<file path="config.mk">
export PLATFORM = sky130hd
export DESIGN_NAME = param_set_sequencer
export DESIGN_NICKNAME = d
export VERILOG_FILES = /design/src/design/set_store.v /design/src/design/param_set_sequencer.v
export VERILOG_INCLUDE_DIRS = /design/src /design/src/inc
export SDC_FILE = /design/constraint.sdc
export NUM_CORES = 2
export LEC_CHECK = 0
export BUFFER_PORTS_ARGS = -buffer_cell sky130_fd_sc_hd__buf_2
export CORE_MARGIN = 5
export CORE_UTILIZATION = 40
export CTS_CLUSTER_DIAMETER = 100
export CTS_CLUSTER_SIZE = 12
export DETAILED_ROUTE_END_ITERATION = 10
export PLACE_DENSITY = 0.68
export SLEW_MARGIN = 15
export SYNTH_ARGS = -nofsm -noshare
export SYNTH_HDL_FRONTEND = slang
export SYNTH_SLANG_ARGS = --single-unit
</file>
<file path="constraint.sdc">
create_clock -name clk -period 5.3 [get_ports clk]
set_input_delay 1.06 -clock clk [delete_from_list [all_inputs] [get_ports clk]]
set_output_delay 1.06 -clock clk [all_outputs]
set_load 0.05 [all_outputs]
</file>
<file path="src/inc/param_seq_map.vh">
/*
  register map, field positions, reset values and limits of the
  parameter set sequencer.
  assumes: plain register port, 8-bit word address, 32-bit data.
*/
// Contract
// - set governs only after copy into active
// - set changes tied to frame trigger
// - auto scheme steps rising index, recycles
// - each set used its repeat count
// - after highest set wrap to index 0
// - set count held, at most 64 sets
// - controlled scheme gated by selectable source
// - free selection picks set from lines
// - restart by line or software command
// - skip command bypasses next set
// - input lines sampled only at trigger
// - software commands act without trigger
// - tag each frame with its set index
// - recall copies selected set into active
// - enabling loads set 0 into active
// - disable finishes frame, restores old values
// - repeat counts limited to 1..256
`ifndef PARAM_SEQ_MAP_VH
`define PARAM_SEQ_MAP_VH

// register word addresses
`define ADDR_CTRL 8'h00
`define ADDR_COUNT 8'h01
`define ADDR_SEL 8'h02
`define ADDR_CMD 8'h03
`define ADDR_REPEAT 8'h04
`define ADDR_STATUS 8'h05
`define ADDR_PARAM 8'h06
`define ADDR_ACTIVE 8'h07

// control fields
`define CTRL_EN 0
`define CTRL_MODE_LO 1
`define CTRL_MODE_HI 2
`define CTRL_SRC_LO 3
`define CTRL_SRC_HI 4
`define CTRL_TAG 5
`define CTRL_RST_LINE 6

// command bits (write one to fire)
`define CMD_ADVANCE 0
`define CMD_RESTART 1
`define CMD_SKIP 2
`define CMD_RECALL 3
`define CMD_STORE 4

// scheme codes
`define MODE_AUTO 2'h0
`define MODE_CTRL 2'h1
`define MODE_FREE 2'h2

// advance source codes
`define SRC_ALWAYS 2'h0
`define SRC_LINE 2'h1
`define SRC_OFF 2'h2

// limits and reset values
`define MAX_SETS 7'h40
`define REPEAT_MIN 9'h001
`define REPEAT_MAX 9'h100
`define COUNT_RST 7'h01
`define REPEAT_RST 9'h001

`endif

</file>
<file path="src/design/set_store.v">
/*
  parameter set store: one word of sequence parameters plus a
  repeat count for each set, a write port and a read port.
  assumes: caller limits index to the configured depth.
*/
`timescale 1ns/100ps
`default_nettype none
module set_store #(
  parameter DEPTH = 64,
  parameter AW = 6,
  parameter DW = 32
) (
  // clock
  input wire clk,
  // write side
  input wire wr_en,
  input wire [AW-1:0] wr_idx,
  input wire [DW-1:0] wr_param,
  input wire [8:0] wr_repeat,
  // read side, registered
  input wire [AW-1:0] rd_idx,
  output reg [DW-1:0] rd_param,
  output reg [8:0] rd_repeat
);
  // storage arrays; contents undefined until stored, as in a real ram
  reg [DW-1:0] param_mem [0:DEPTH-1];
  reg [8:0] repeat_mem [0:DEPTH-1];

  // write then registered read
  always @(posedge clk) begin
    if (wr_en) begin
      param_mem[wr_idx] <= wr_param;
      repeat_mem[wr_idx] <= wr_repeat;
    end
    rd_param <= param_mem[rd_idx];
    rd_repeat <= repeat_mem[rd_idx];
  end
endmodule // set_store
`default_nettype wire

</file>
<file path="src/design/param_set_sequencer.v">
/*
  parameter set sequencer: chooses the stored set loaded into the
  active configuration for each frame, in auto, controlled or free
  selection scheme, with restart, skip, recall and frame tagging.
  assumes: frame_start is a one-cycle pulse per frame, frame_done a
  one-cycle pulse when a frame has been sent, lines synchronous.
*/
`timescale 1ns/100ps
`default_nettype none
`include "param_seq_map.vh"
module param_set_sequencer #(
  parameter DW = 32,
  parameter LINES = 6
) (
  // clock and reset
  input wire clk,
  input wire reset,
  // frame side
  input wire frame_start,
  input wire frame_done,
  input wire [LINES-1:0] in_lines,
  // register port
  input wire [7:0] addr,
  input wire [31:0] wdata,
  input wire wr,
  input wire rd,
  output reg [31:0] rdata,
  // active configuration and frame tag
  output reg [DW-1:0] active_param_r,
  output reg [5:0] cur_idx_r,
  output reg [5:0] frame_tag_r,
  output reg frame_tag_valid_r
);
  // clamp a repeat count into the legal range
  function [8:0] clamp_rep;
    input [31:0] v;
    begin
      if (v < {23'h0, `REPEAT_MIN})
        clamp_rep = `REPEAT_MIN;
      else if (v > {23'h0, `REPEAT_MAX})
        clamp_rep = `REPEAT_MAX;
      else
        clamp_rep = v[8:0];
    end
  endfunction

  // next index in a cycle, wrapping at the set count
  function [5:0] next_idx;
    input [5:0] i;
    input [6:0] n;
    begin
      if ({1'b0, i} + 7'h01 >= n)
        next_idx = 6'h00;
      else
        next_idx = i + 6'h01;
    end
  endfunction

  // software registers
  reg en_r;
  reg [1:0] mode_r;
  reg [1:0] src_r;
  reg tag_en_r;
  reg [2:0] rst_line_r; // line used for synchronous restart
  reg [6:0] count_r; // sets per cycle
  reg [5:0] sel_r; // set selector for store and recall
  reg [8:0] rep_hold_r; // repeat count to store
  reg [DW-1:0] param_hold_r; // parameter word to store
  reg [DW-1:0] saved_r; // active values from before enabling
  reg [8:0] uses_r; // uses of the current set
  reg [8:0] st_repeat_cur; // repeat count of the set currently applied
  reg stop_pend_r; // disable seen, stop waits until any open frame is sent
  reg in_frame_r;
  reg run_r;
  reg load_pend_r; // store read in flight, apply next cycle
  reg [5:0] load_idx_r;
  reg [2:0] sw_cmd_r; // pending advance, restart, skip

  // store read address and result
  reg [5:0] rd_idx;
  wire [DW-1:0] st_param;
  wire [8:0] st_repeat;
  wire st_wr = wr && (addr == `ADDR_CMD) && wdata[`CMD_STORE] && !en_r;
  wire [1:0] line_sel = src_r; // unused decode avoided

  set_store #(.DEPTH(64), .AW(6), .DW(DW)) u_store (
    .clk(clk),
    .wr_en(st_wr),
    .wr_idx(sel_r),
    .wr_param(param_hold_r),
    .wr_repeat(rep_hold_r),
    .rd_idx(rd_idx),
    .rd_param(st_param),
    .rd_repeat(st_repeat)
  );

  // free selection index from input lines, limited to the set count
  wire [5:0] free_raw = in_lines[5:0];
  wire [5:0] free_idx = ({1'b0, free_raw} < count_r) ? free_raw : 6'h00;
  // advance gate in controlled scheme, line 0 as advance line
  wire gate_ok = (src_r == `SRC_ALWAYS) ||
                 ((src_r == `SRC_LINE) && in_lines[0]);
  wire line_rst = in_lines[rst_line_r];
  wire enable_wr = wr && (addr == `ADDR_CTRL);
  wire en_rise = enable_wr && wdata[`CTRL_EN] && !en_r;

  // decision on what set to load this cycle
  reg do_load;
  reg [5:0] tgt;
  reg clr_sw;
  always @* begin
    do_load = 1'b0;
    tgt = cur_idx_r;
    clr_sw = 1'b0;
    rd_idx = sel_r;
    if (en_rise) begin
      do_load = 1'b1;
      tgt = 6'h00;
    end else if (run_r && sw_cmd_r != 3'h0 && mode_r != `MODE_FREE) begin
      clr_sw = 1'b1;
      do_load = 1'b1;
      if (sw_cmd_r[1])
        tgt = 6'h00;
      else if (sw_cmd_r[2])
        tgt = next_idx(next_idx(cur_idx_r, count_r), count_r);
      else
        tgt = next_idx(cur_idx_r, count_r);
    end else if (run_r && frame_start) begin
      case (mode_r)
        `MODE_AUTO: begin
          if (uses_r >= st_repeat_cur) begin
            do_load = 1'b1;
            tgt = next_idx(cur_idx_r, count_r);
          end
        end
        `MODE_CTRL: begin
          if (line_rst && (cur_idx_r != 6'h00 || uses_r != 9'h0)) begin
            do_load = 1'b1;
            tgt = 6'h00;
          end else if (gate_ok && uses_r != 9'h0) begin
            do_load = 1'b1;
            tgt = next_idx(cur_idx_r, count_r);
          end
        end
        `MODE_FREE: begin
          if (free_idx != cur_idx_r) begin
            do_load = 1'b1;
            tgt = free_idx;
          end
        end
        default: do_load = 1'b0;
      endcase
    end
    if (do_load)
      rd_idx = tgt;
  end

  // sequencing state, active configuration and registers
  always @(posedge clk) begin
    if (reset) begin
      en_r <= 1'b0;
      mode_r <= `MODE_AUTO;
      src_r <= `SRC_ALWAYS;
      tag_en_r <= 1'b0;
      rst_line_r <= 3'h1;
      count_r <= `COUNT_RST;
      sel_r <= 6'h00;
      rep_hold_r <= `REPEAT_RST;
      param_hold_r <= {DW{1'b0}};
      saved_r <= {DW{1'b0}};
      active_param_r <= {DW{1'b0}};
      cur_idx_r <= 6'h00;
      uses_r <= 9'h0;
      st_repeat_cur <= `REPEAT_RST;
      stop_pend_r <= 1'b0;
      in_frame_r <= 1'b0;
      run_r <= 1'b0;
      load_pend_r <= 1'b0;
      load_idx_r <= 6'h00;
      sw_cmd_r <= 3'h0;
      frame_tag_r <= 6'h00;
      frame_tag_valid_r <= 1'b0;
    end else begin
      frame_tag_valid_r <= 1'b0;
      // frame tracking
      if (frame_start)
        in_frame_r <= 1'b1;
      else if (frame_done)
        in_frame_r <= 1'b0;
      // tag the frame with the set that acquires it
      if (frame_start && tag_en_r) begin
        frame_tag_valid_r <= 1'b1;
        frame_tag_r <= do_load ? tgt : cur_idx_r;
      end
      // use counting; a scheme or command load on a frame trigger restarts it at one, the enable load or a command load off a trigger restarts it at zero
      if (do_load) begin
        load_pend_r <= 1'b1;
        load_idx_r <= tgt;
        uses_r <= (frame_start && !en_rise) ? 9'h001 : 9'h000;
      end else if (run_r && frame_start && uses_r != 9'h1FF) begin
        uses_r <= uses_r + 9'h001;
      end
      // apply a set once read out of the store
      if (load_pend_r) begin
        load_pend_r <= 1'b0;
        active_param_r <= st_param;
        st_repeat_cur <= st_repeat;
        cur_idx_r <= load_idx_r;
      end
      if (clr_sw)
        sw_cmd_r <= 3'h0;
      // register writes
      if (wr) begin
        case (addr)
          `ADDR_CTRL: begin
            mode_r <= wdata[`CTRL_MODE_HI:`CTRL_MODE_LO];
            src_r <= wdata[`CTRL_SRC_HI:`CTRL_SRC_LO];
            tag_en_r <= wdata[`CTRL_TAG];
            rst_line_r <= wdata[`CTRL_RST_LINE+2:`CTRL_RST_LINE];
            if (en_rise) begin
              en_r <= 1'b1;
              run_r <= 1'b1;
              saved_r <= active_param_r;
            end else if (!wdata[`CTRL_EN] && en_r) begin
              en_r <= 1'b0;
              stop_pend_r <= 1'b1;
            end
          end
          `ADDR_COUNT: begin
            if (wdata[6:0] == 7'h00)
              count_r <= `COUNT_RST;
            else if (wdata[31:0] > {25'h0, `MAX_SETS})
              count_r <= `MAX_SETS;
            else
              count_r <= wdata[6:0];
          end
          `ADDR_SEL: sel_r <= wdata[5:0];
          `ADDR_REPEAT: rep_hold_r <= clamp_rep(wdata);
          `ADDR_PARAM: param_hold_r <= wdata[DW-1:0];
          `ADDR_CMD: begin
            if (en_r)
              sw_cmd_r <= sw_cmd_r | {wdata[`CMD_SKIP],
                wdata[`CMD_RESTART], wdata[`CMD_ADVANCE]};
            else if (wdata[`CMD_RECALL]) begin
              load_pend_r <= 1'b1;
              load_idx_r <= sel_r;
            end
          end
          default: ;
        endcase
      end
      // stop after the open frame has been sent, restore old values
      if (stop_pend_r && (!in_frame_r || frame_done) && !load_pend_r) begin
        stop_pend_r <= 1'b0;
        run_r <= 1'b0;
        sw_cmd_r <= 3'h0;
        active_param_r <= saved_r;
      end
    end
  end

  // read mux, data one cycle after the strobe
  always @(posedge clk) begin
    if (reset) begin
      rdata <= 32'h00000000;
    end else if (rd) begin
      case (addr)
        `ADDR_CTRL: rdata <= {23'h0, rst_line_r, tag_en_r, src_r,
                               mode_r, en_r};
        `ADDR_COUNT: rdata <= {25'h0, count_r};
        `ADDR_SEL: rdata <= {26'h0, sel_r};
        `ADDR_REPEAT: rdata <= {23'h0, rep_hold_r};
        `ADDR_STATUS: rdata <= {14'h0, stop_pend_r, run_r, uses_r,
                                 cur_idx_r, 1'b0};
        `ADDR_PARAM: rdata <= param_hold_r;
        `ADDR_ACTIVE: rdata <= en_r ? saved_r : active_param_r;
        default: rdata <= 32'h00000000;
      endcase
    end else begin
      rdata <= 32'h00000000;
    end
  end

  // line_sel kept for readability of source decode
  wire unused_ok = &{1'b0, line_sel};
endmodule // param_set_sequencer
`default_nettype wire

</file>
# Yosys cells after proc, flatten, opt, wreduce, memory -nomap -nowiden
# Memories as Yosys holds them, arrays and structs flattened. A register that Yosys moved wholly into a read port is not among the register bits.
# Cells that the tools add are included.
dict set report word_totals {
  regBits 203
  mem_bits_rw 2624
  inputBits 52
  output_inout_bits 77
  wordCells 165
  n_memories 2
}
# name words word_bits read_ports rd_clocked_by_memory_dff write_ports line_no
set memory_table {}
lappend memory_table {u_store.param_mem 64 32 1 1 1 set_store.v:26} ;# reg [DW-1:0] param_mem [0:DEPTH-1];
lappend memory_table {u_store.repeat_mem 64 9 1 1 1 set_store.v:27} ;# reg [8:0] repeat_mem [0:DEPTH-1];
dict set report op_classes {
  addsub 5
  order_cmp 8
  eq_ne 13
  n_mux 64
  n_bitwise 3
  reduce_logical 47
}
# op n
set ops {}
lappend ops {{32-bit case mux with 7 select lines} 1}
lappend ops {{6-bit 2-to-1 mux} 23}
lappend ops {{32-bit 2-to-1 mux} 3}
lappend ops {{9-bit 2-to-1 mux} 4}
lappend ops {{8-bit by 3-bit equality test with 1-bit output (second input constant)} 4}
lappend ops {{32-bit by 7-bit > comparator with 1-bit output (second input constant)} 1}
lappend ops {{32-bit by 9-bit > comparator with 1-bit output (second input constant)} 1}
lappend ops {{32-bit by 1-bit less-than comparator with 1-bit output (second input constant)} 1}
lappend ops {{1-bit 2-to-1 mux} 24}
lappend ops {{1-bit logical AND} 18}
lappend ops {{6-bit case mux with 3 select lines} 1}
lappend ops {{8-bit by 2-bit equality test with 1-bit output (second input constant)} 2}
lappend ops {{6-bit by 1-bit adder with 7-bit output (second input constant)} 2}
lappend ops {{7-bit >= comparator} 2}
lappend ops {{7-bit 2-to-1 mux} 2}
lappend ops {{6-bit by 1-bit adder with 6-bit output (second input constant)} 2}
lappend ops {{3-bit 2-to-1 mux} 4}
lappend ops {{2-bit AND reduction} 5}
lappend ops {{9-bit by 1-bit adder with 9-bit output (second input constant)} 1}
lappend ops {{9-bit >= comparator} 1}
lappend ops {{9-bit inequality test (second input constant)} 1}
lappend ops {{9-bit nonzero test} 1}
lappend ops {{8-bit by 1-bit equality test with 1-bit output (second input constant)} 1}
lappend ops {{8-bit zero test} 1}
lappend ops {{other kinds (20)} 34}

# Depth between registers and ports, before layout
dict set report depth {
  word_depth 19
  mapped_depth 33
  mapped_depth_nobuf 26
}

# Hierarchy
# Synthesis repeated with hierarchy kept, for this count alone.
dict set report unflattened {
  hier_cells 5545
  area_unflattened_um2 110562.3
}
# mod instances cells_per_inst area_each_um2 seq_area_each_um2
set modules_own_cells {}
lappend modules_own_cells {set_store 1 4327 100610.2 79616.4}
lappend modules_own_cells {param_set_sequencer 1 1218 9952.0 4063.9}

# Least setup slack after synthesis
# OpenSTA, ideal clock, no wires.
dict set report synth_path {
  path_type {flip-flop to flip-flop}
  from {register cur_idx_r[0]}
  to {register u_store.rd_param[8] (read register of u_store.param_mem)}
  setup_time_ns 0.112
  arrival_time_ns 6.074
  required_time_ns 5.188
  path_slack_ns -0.886
  stages_incl_launch_ff 27
  synth_period_minus_slack_ns 6.186
  cell_sequence {dfxtp_1 clkbuf_1 nand3_1 nor2_1 xnor2_1 inv_1 ha_1 a21o_1 a21oi_1 o21ai_1 nor2_1 ha_1 o2111ai_1 nor3_1 ha_1 nand4_1 and4b_1 o21ai_0 nor3b_1 a21oi_1 o22ai_2 nor2_2 nand3_1 clkbuf_1 o22ai_1 or4_1 a2111oi_1}
}
dict set report synth_via {
  elab_chain_len 15
}
# item line_no
set synth_rtl {}
lappend synth_rtl {{start, declared} param_set_sequencer.v:30} ;# output reg [5:0] cur_idx_r,
lappend synth_rtl {{start signal, assigned} param_set_sequencer.v:208} ;# cur_idx_r <= load_idx_r;
lappend synth_rtl {{6-bit by 1-bit adder with 7-bit output} param_set_sequencer.v:52} ;# if ({1'b0, i} + 7'h01 >= n)
lappend synth_rtl {{7-bit >= comparator} param_set_sequencer.v:52}
lappend synth_rtl {{6-bit 2-to-1 mux} param_set_sequencer.v:52}
lappend synth_rtl {{6-bit 2-to-1 mux} param_set_sequencer.v:124} ;# else if (sw_cmd_r[2])
lappend synth_rtl {{6-bit 2-to-1 mux} param_set_sequencer.v:122} ;# if (sw_cmd_r[1])
lappend synth_rtl {{6-bit 2-to-1 mux} param_set_sequencer.v:119} ;# end else if (run_r && sw_cmd_r != 3'h0 && mode_r != `MODE_FREE) begin
lappend synth_rtl {{6-bit 2-to-1 mux} param_set_sequencer.v:116} ;# if (en_rise) begin
lappend synth_rtl {{6-bit by 1-bit adder with 7-bit output} param_set_sequencer.v:52}
lappend synth_rtl {{7-bit >= comparator} param_set_sequencer.v:52}
lappend synth_rtl {{6-bit 2-to-1 mux} param_set_sequencer.v:52}
lappend synth_rtl {{6-bit 2-to-1 mux} param_set_sequencer.v:124}
lappend synth_rtl {{6-bit 2-to-1 mux} param_set_sequencer.v:122}
lappend synth_rtl {{6-bit 2-to-1 mux} param_set_sequencer.v:119}
lappend synth_rtl {{6-bit 2-to-1 mux} param_set_sequencer.v:116}
lappend synth_rtl {{6-bit 2-to-1 mux *} param_set_sequencer.v:154} ;# if (do_load)
lappend synth_rtl {{end, declared} set_store.v:22} ;# output reg [DW-1:0] rd_param,
# Mark *: on every way between the ends. The rest lies on a longest branch, timed or not. The select of a mux whose other input is x is not followed.
# A chain may end at the register's enable or synchronous reset.

# Worst setup path after layout
dict set report layout_path {
  from {register cur_idx_r[0]}
  to {register u_store.rd_param[16] (read register of u_store.param_mem)}
}
# Same word-level chain as after synthesis.

==> metrics <==
reg2reg setup slack=-0.40 ns; DR DRC count=0; CP max-delay cell=or4_1; CTS sink cnt=2868; All-Layer GR Usage=0.233; routed via count=75400; final instance area=0.138 mm^2; most common cell in the synthesized netlist=edfxtp_1; Power Dens Cells=310 mW/mm^2; syn_nets=8171; clk root buf=clkbuf_16; number of cells on the worst hold path=3; area grow syn2layout=21.5%; area share of the largest cell type after synthesis=0.693; row cnt=195; net switching power=8.24 mW; crit path DAT=6.52 ns; Worst Setup End Kind=flip-flop; Clock power frac=0.428; first-pass GRT wire length=507 mm; ys async rst share=0; reg-to-reg endpoint=u_store.rd_param[16]$_DFF_P_; synthesized area=0.114 mm^2; DRT antenna net count=0; CTS Buffer Depth=4; initial DRC count=10300; reg2reg start=cur_idx_r[0]$_SDFFE_PP0P_; final setup margin=-0.402 ns; RSZ-0062 raised after global routing=yes; worst slew pin tran=1.06 ns; GPL Wtd Cong=0.936; relative slew slack=0.295; final setup violation count=41; Die W=543 um; Initial Util=0.402; slowest cell delay on critical path=0.60 ns; Worst VDD drop=0.000215 V; Mean Syn Cell Area=14.1 um^2; router iterations before antenna repair=8; clock skew=0.0636 ns; Hold Crit Start=wdata[15]; highest clock rate=0.175 GHz; sequential cell fraction of total power=0.568; die area=0.295 mm^2; grt total ovfl=0; worst-skew pair later-pin latency=0.96 ns; I/O pins=129; synth unique cells=89; ranking of synthesized cells by area=edfxtp_1 69%, mux2i_1 5.8%, nand2_1 5.5%; Gate Count Post-Synth=8085; Clk pin slew, worst setup/hold paths=0.06 ns; Port-buffer cells=128; Layout Nets=9051; Worst R2R Path Depth=31; Tmin final=5.70 ns; Vert. Die Dim=543 um; Detailed Place HPWL=212 mm; largest net degree at the start of global routing=86; leak pwr=53.2 nW; ys flop type=edfxtp_1; number of synthesized flops with an enable pin=2624; CTS tree=yes; share of cells above drive strength 1=0.204; switching part of the total=0.193; Post-Place Cell Area=0.125 mm^2; post-synthesis sequential area ratio=0.736; internal power=34.6 mW; core area=0.283 mm^2; Finished Core Util=0.489; area leader, netlist=edfxtp_1; TritonCTS buffer count=289; H-Tree Level Count=5; yosys synthesis warning count=0; Yosys reg bits=2868; Hold Path End=param_hold_r[15]$_SDFFE_PP0P_; Logic pwr share=0.004; Fin. Hold Viols=0; Crit Path Class=reg2reg; total wire length=360 mm; initial antenna violation count=15; vias per cell=5.87; Wirelength per Cell=28.0 um; crit path max fanout=8; HP Class=in2reg; Most common cell on crit path=buf_4; Final Slew Violations=0; max cap viols=0; crit share post-route=1.08; CP Launch Type=flip-flop; CP required=6.12 ns; vias in the first global route=73100; list of most frequent post-synthesis cells=2624 x edfxtp_1, 1673 x nand2_1, 709 x nand3_1, 656 x mux2i_1, 486 x a21oi_1; outcome=complete, but fails checks; failing checks=negative setup slack
## worst max-delay path: cells and delay by family (launching register included)
kind | cells | cell delay, ns
DFF | 1 | 0.37
buffers and inverters | 8 | 1.15
and+or+nand+nor | 8 | 1.68
AOI/OAI and AO/OA | 9 | 1.23
xor gates and xnor gates | 2 | 0.33
adders and majority gates | 4 | 0.81
## final cells by class
type | count | area (um^2)
Fill cell | 23300 | 145000
Sequential cell | 2868 | 83800
Multi-Input combinational cell | 4687 | 29800
Timing Repair Buffer | 1084 | 11900
Clock buffer | 420 | 7890
Tap cell | 3743 | 4680
Inverter | 35 | 131
Clock inverter | 6 | 51.3
Antenna cell | 8 | 20.0
## flip-flops by register name, indices dropped and copies added (netlist names), 2 cells and up
signal and count:
rdata 32, sel_r 6, rep_hold_r 9, rst_line_r 3
active_param_r 32, line_sel 2, u_store.rd_repeat 9, cur_idx_r 6
param_hold_r 32, uses_r 9, frame_tag_r 6, u_store.param_mem 2048
sw_cmd_r 3, load_idx_r 6, u_store.repeat_mem 576, u_store.rd_param 32
saved_r 32, count_r 7, mode_r 2, st_repeat_cur 9
## kinds of logic (layout without fill, tap and decap cells)
group           Yosys count  count (layout)  synth area share
fa+ha+maj                34              34           0.00374
compound gates          947             947            0.0511
buf+inv                 530            1545            0.0221
other cells               0               8                 0
flops                  2868            2868             0.736
xor+xnor                 19              19           0.00146
simple gates           2950            2950             0.113
mux                     737             737            0.0732
## worst max-delay path by stage
stage	cells past startpoint	from	to
2_1_floorplan	26	cur_idx_r[0]$_SDFFE_PP0P_	u_store.rd_param[8]$_DFF_P_
3_3_place_gp	27	cur_idx_r[0]$_SDFFE_PP0P_	u_store.rd_param[31]$_DFF_P_
3_5_place_dp	28	cur_idx_r[0]$_SDFFE_PP0P_	u_store.rd_param[23]$_DFF_P_
4_1_cts	28	cur_idx_r[0]$_SDFFE_PP0P_	u_store.rd_param[28]$_DFF_P_
5_1_grt	29	cur_idx_r[0]$_SDFFE_PP0P_	u_store.rd_param[16]$_DFF_P_
6_report	31	cur_idx_r[0]$_SDFFE_PP0P_	u_store.rd_param[16]$_DFF_P_
## power groups by stage
| stage | combinational [mW] | clock [mW] | sequential [mW] |
|---|---|---|---|
| floorplan | 0.0726 | 0 | 24.8 |
| global placement | 0.164 | 0 | 24.8 |
| detailed placement | 0.166 | 0 | 24.8 |
| CTS | 0.174 | 18.4 | 24.3 |
| global route | 0.191 | 19.4 | 24.3 |
| finish | 0.183 | 18.3 | 24.3 |
## per-stage QoR
stage / hold slack (ns) / std cells / setup WS (ns) / setup TNS (ns) / total power, mW
2_1_floorplan: 0.422 / 8085 / -0.00338 / -0.0214 / 24.9
3_3_place_gp: 0.444 / 12200 / -0.772 / -23.94 / 25.0
3_5_place_dp: 0.448 / 12200 / -0.812 / -25.22 / 25.0
4_1_cts: 0.330 / 12800 / -0.342 / -10.24 / 42.9
5_1_grt: 0.366 / 12800 / -0.640 / -20.85 / 43.9
6_report: 0.390 / 12900 / -0.402 / -12.41 / 42.8
## what timing repair did
action | 4_1_cts | 5_1_grt
buffers inserted | 87 | 66
gates cloned | 28 | 19
hold buffers | 0 | 0
endpoints found under the setup margin | 41 | 41
resized for setup | 291 | 222
pin swaps | 54 | 71
## per-layer routing
layer,share of wire,routed length [um],up-vias,global-route usage
met1,0.37,132000,37700,0.305
met2,0.46,167000,4855,0.370
met5,0.00010,37,-,0
met4,0.050,18200,6,0.103
li1,-,-,32000,-
met3,0.12,43500,906,0.0574
## cells in the final DEF (no fill, tap or decap), types with 25 or more instances in the layout
master     synthesis  final
edfxtp_1        2624   2624
nand2_1         1673   1660
nand3_1          709    698
mux2i_1          656    632
buf_4             41    608
a21oi_1          486    464
clkbuf_16          0    316
nor2_1           266    198
dfxtp_1          244    195
buf_12             1    163
buf_2            130    127
clkbuf_1         247    123
buf_6             23     87
o22ai_1          106     80
mux4_2            75     75
nor2_4             0     66
o21ai_0           51     47
or4_4              1     47
a211oi_1          53     44
buf_16             0     43
nor3_1            46     42
and3_1            38     36
dfxtp_2            0     35
inv_1             35     34
or4_1             78     31
a22oi_1           44     29
ha_1              34     27
a311oi_1          30     26
o22ai_2            2     25
buf_8              2     25
No activity file was read; power rests on OpenSTA's default activity.
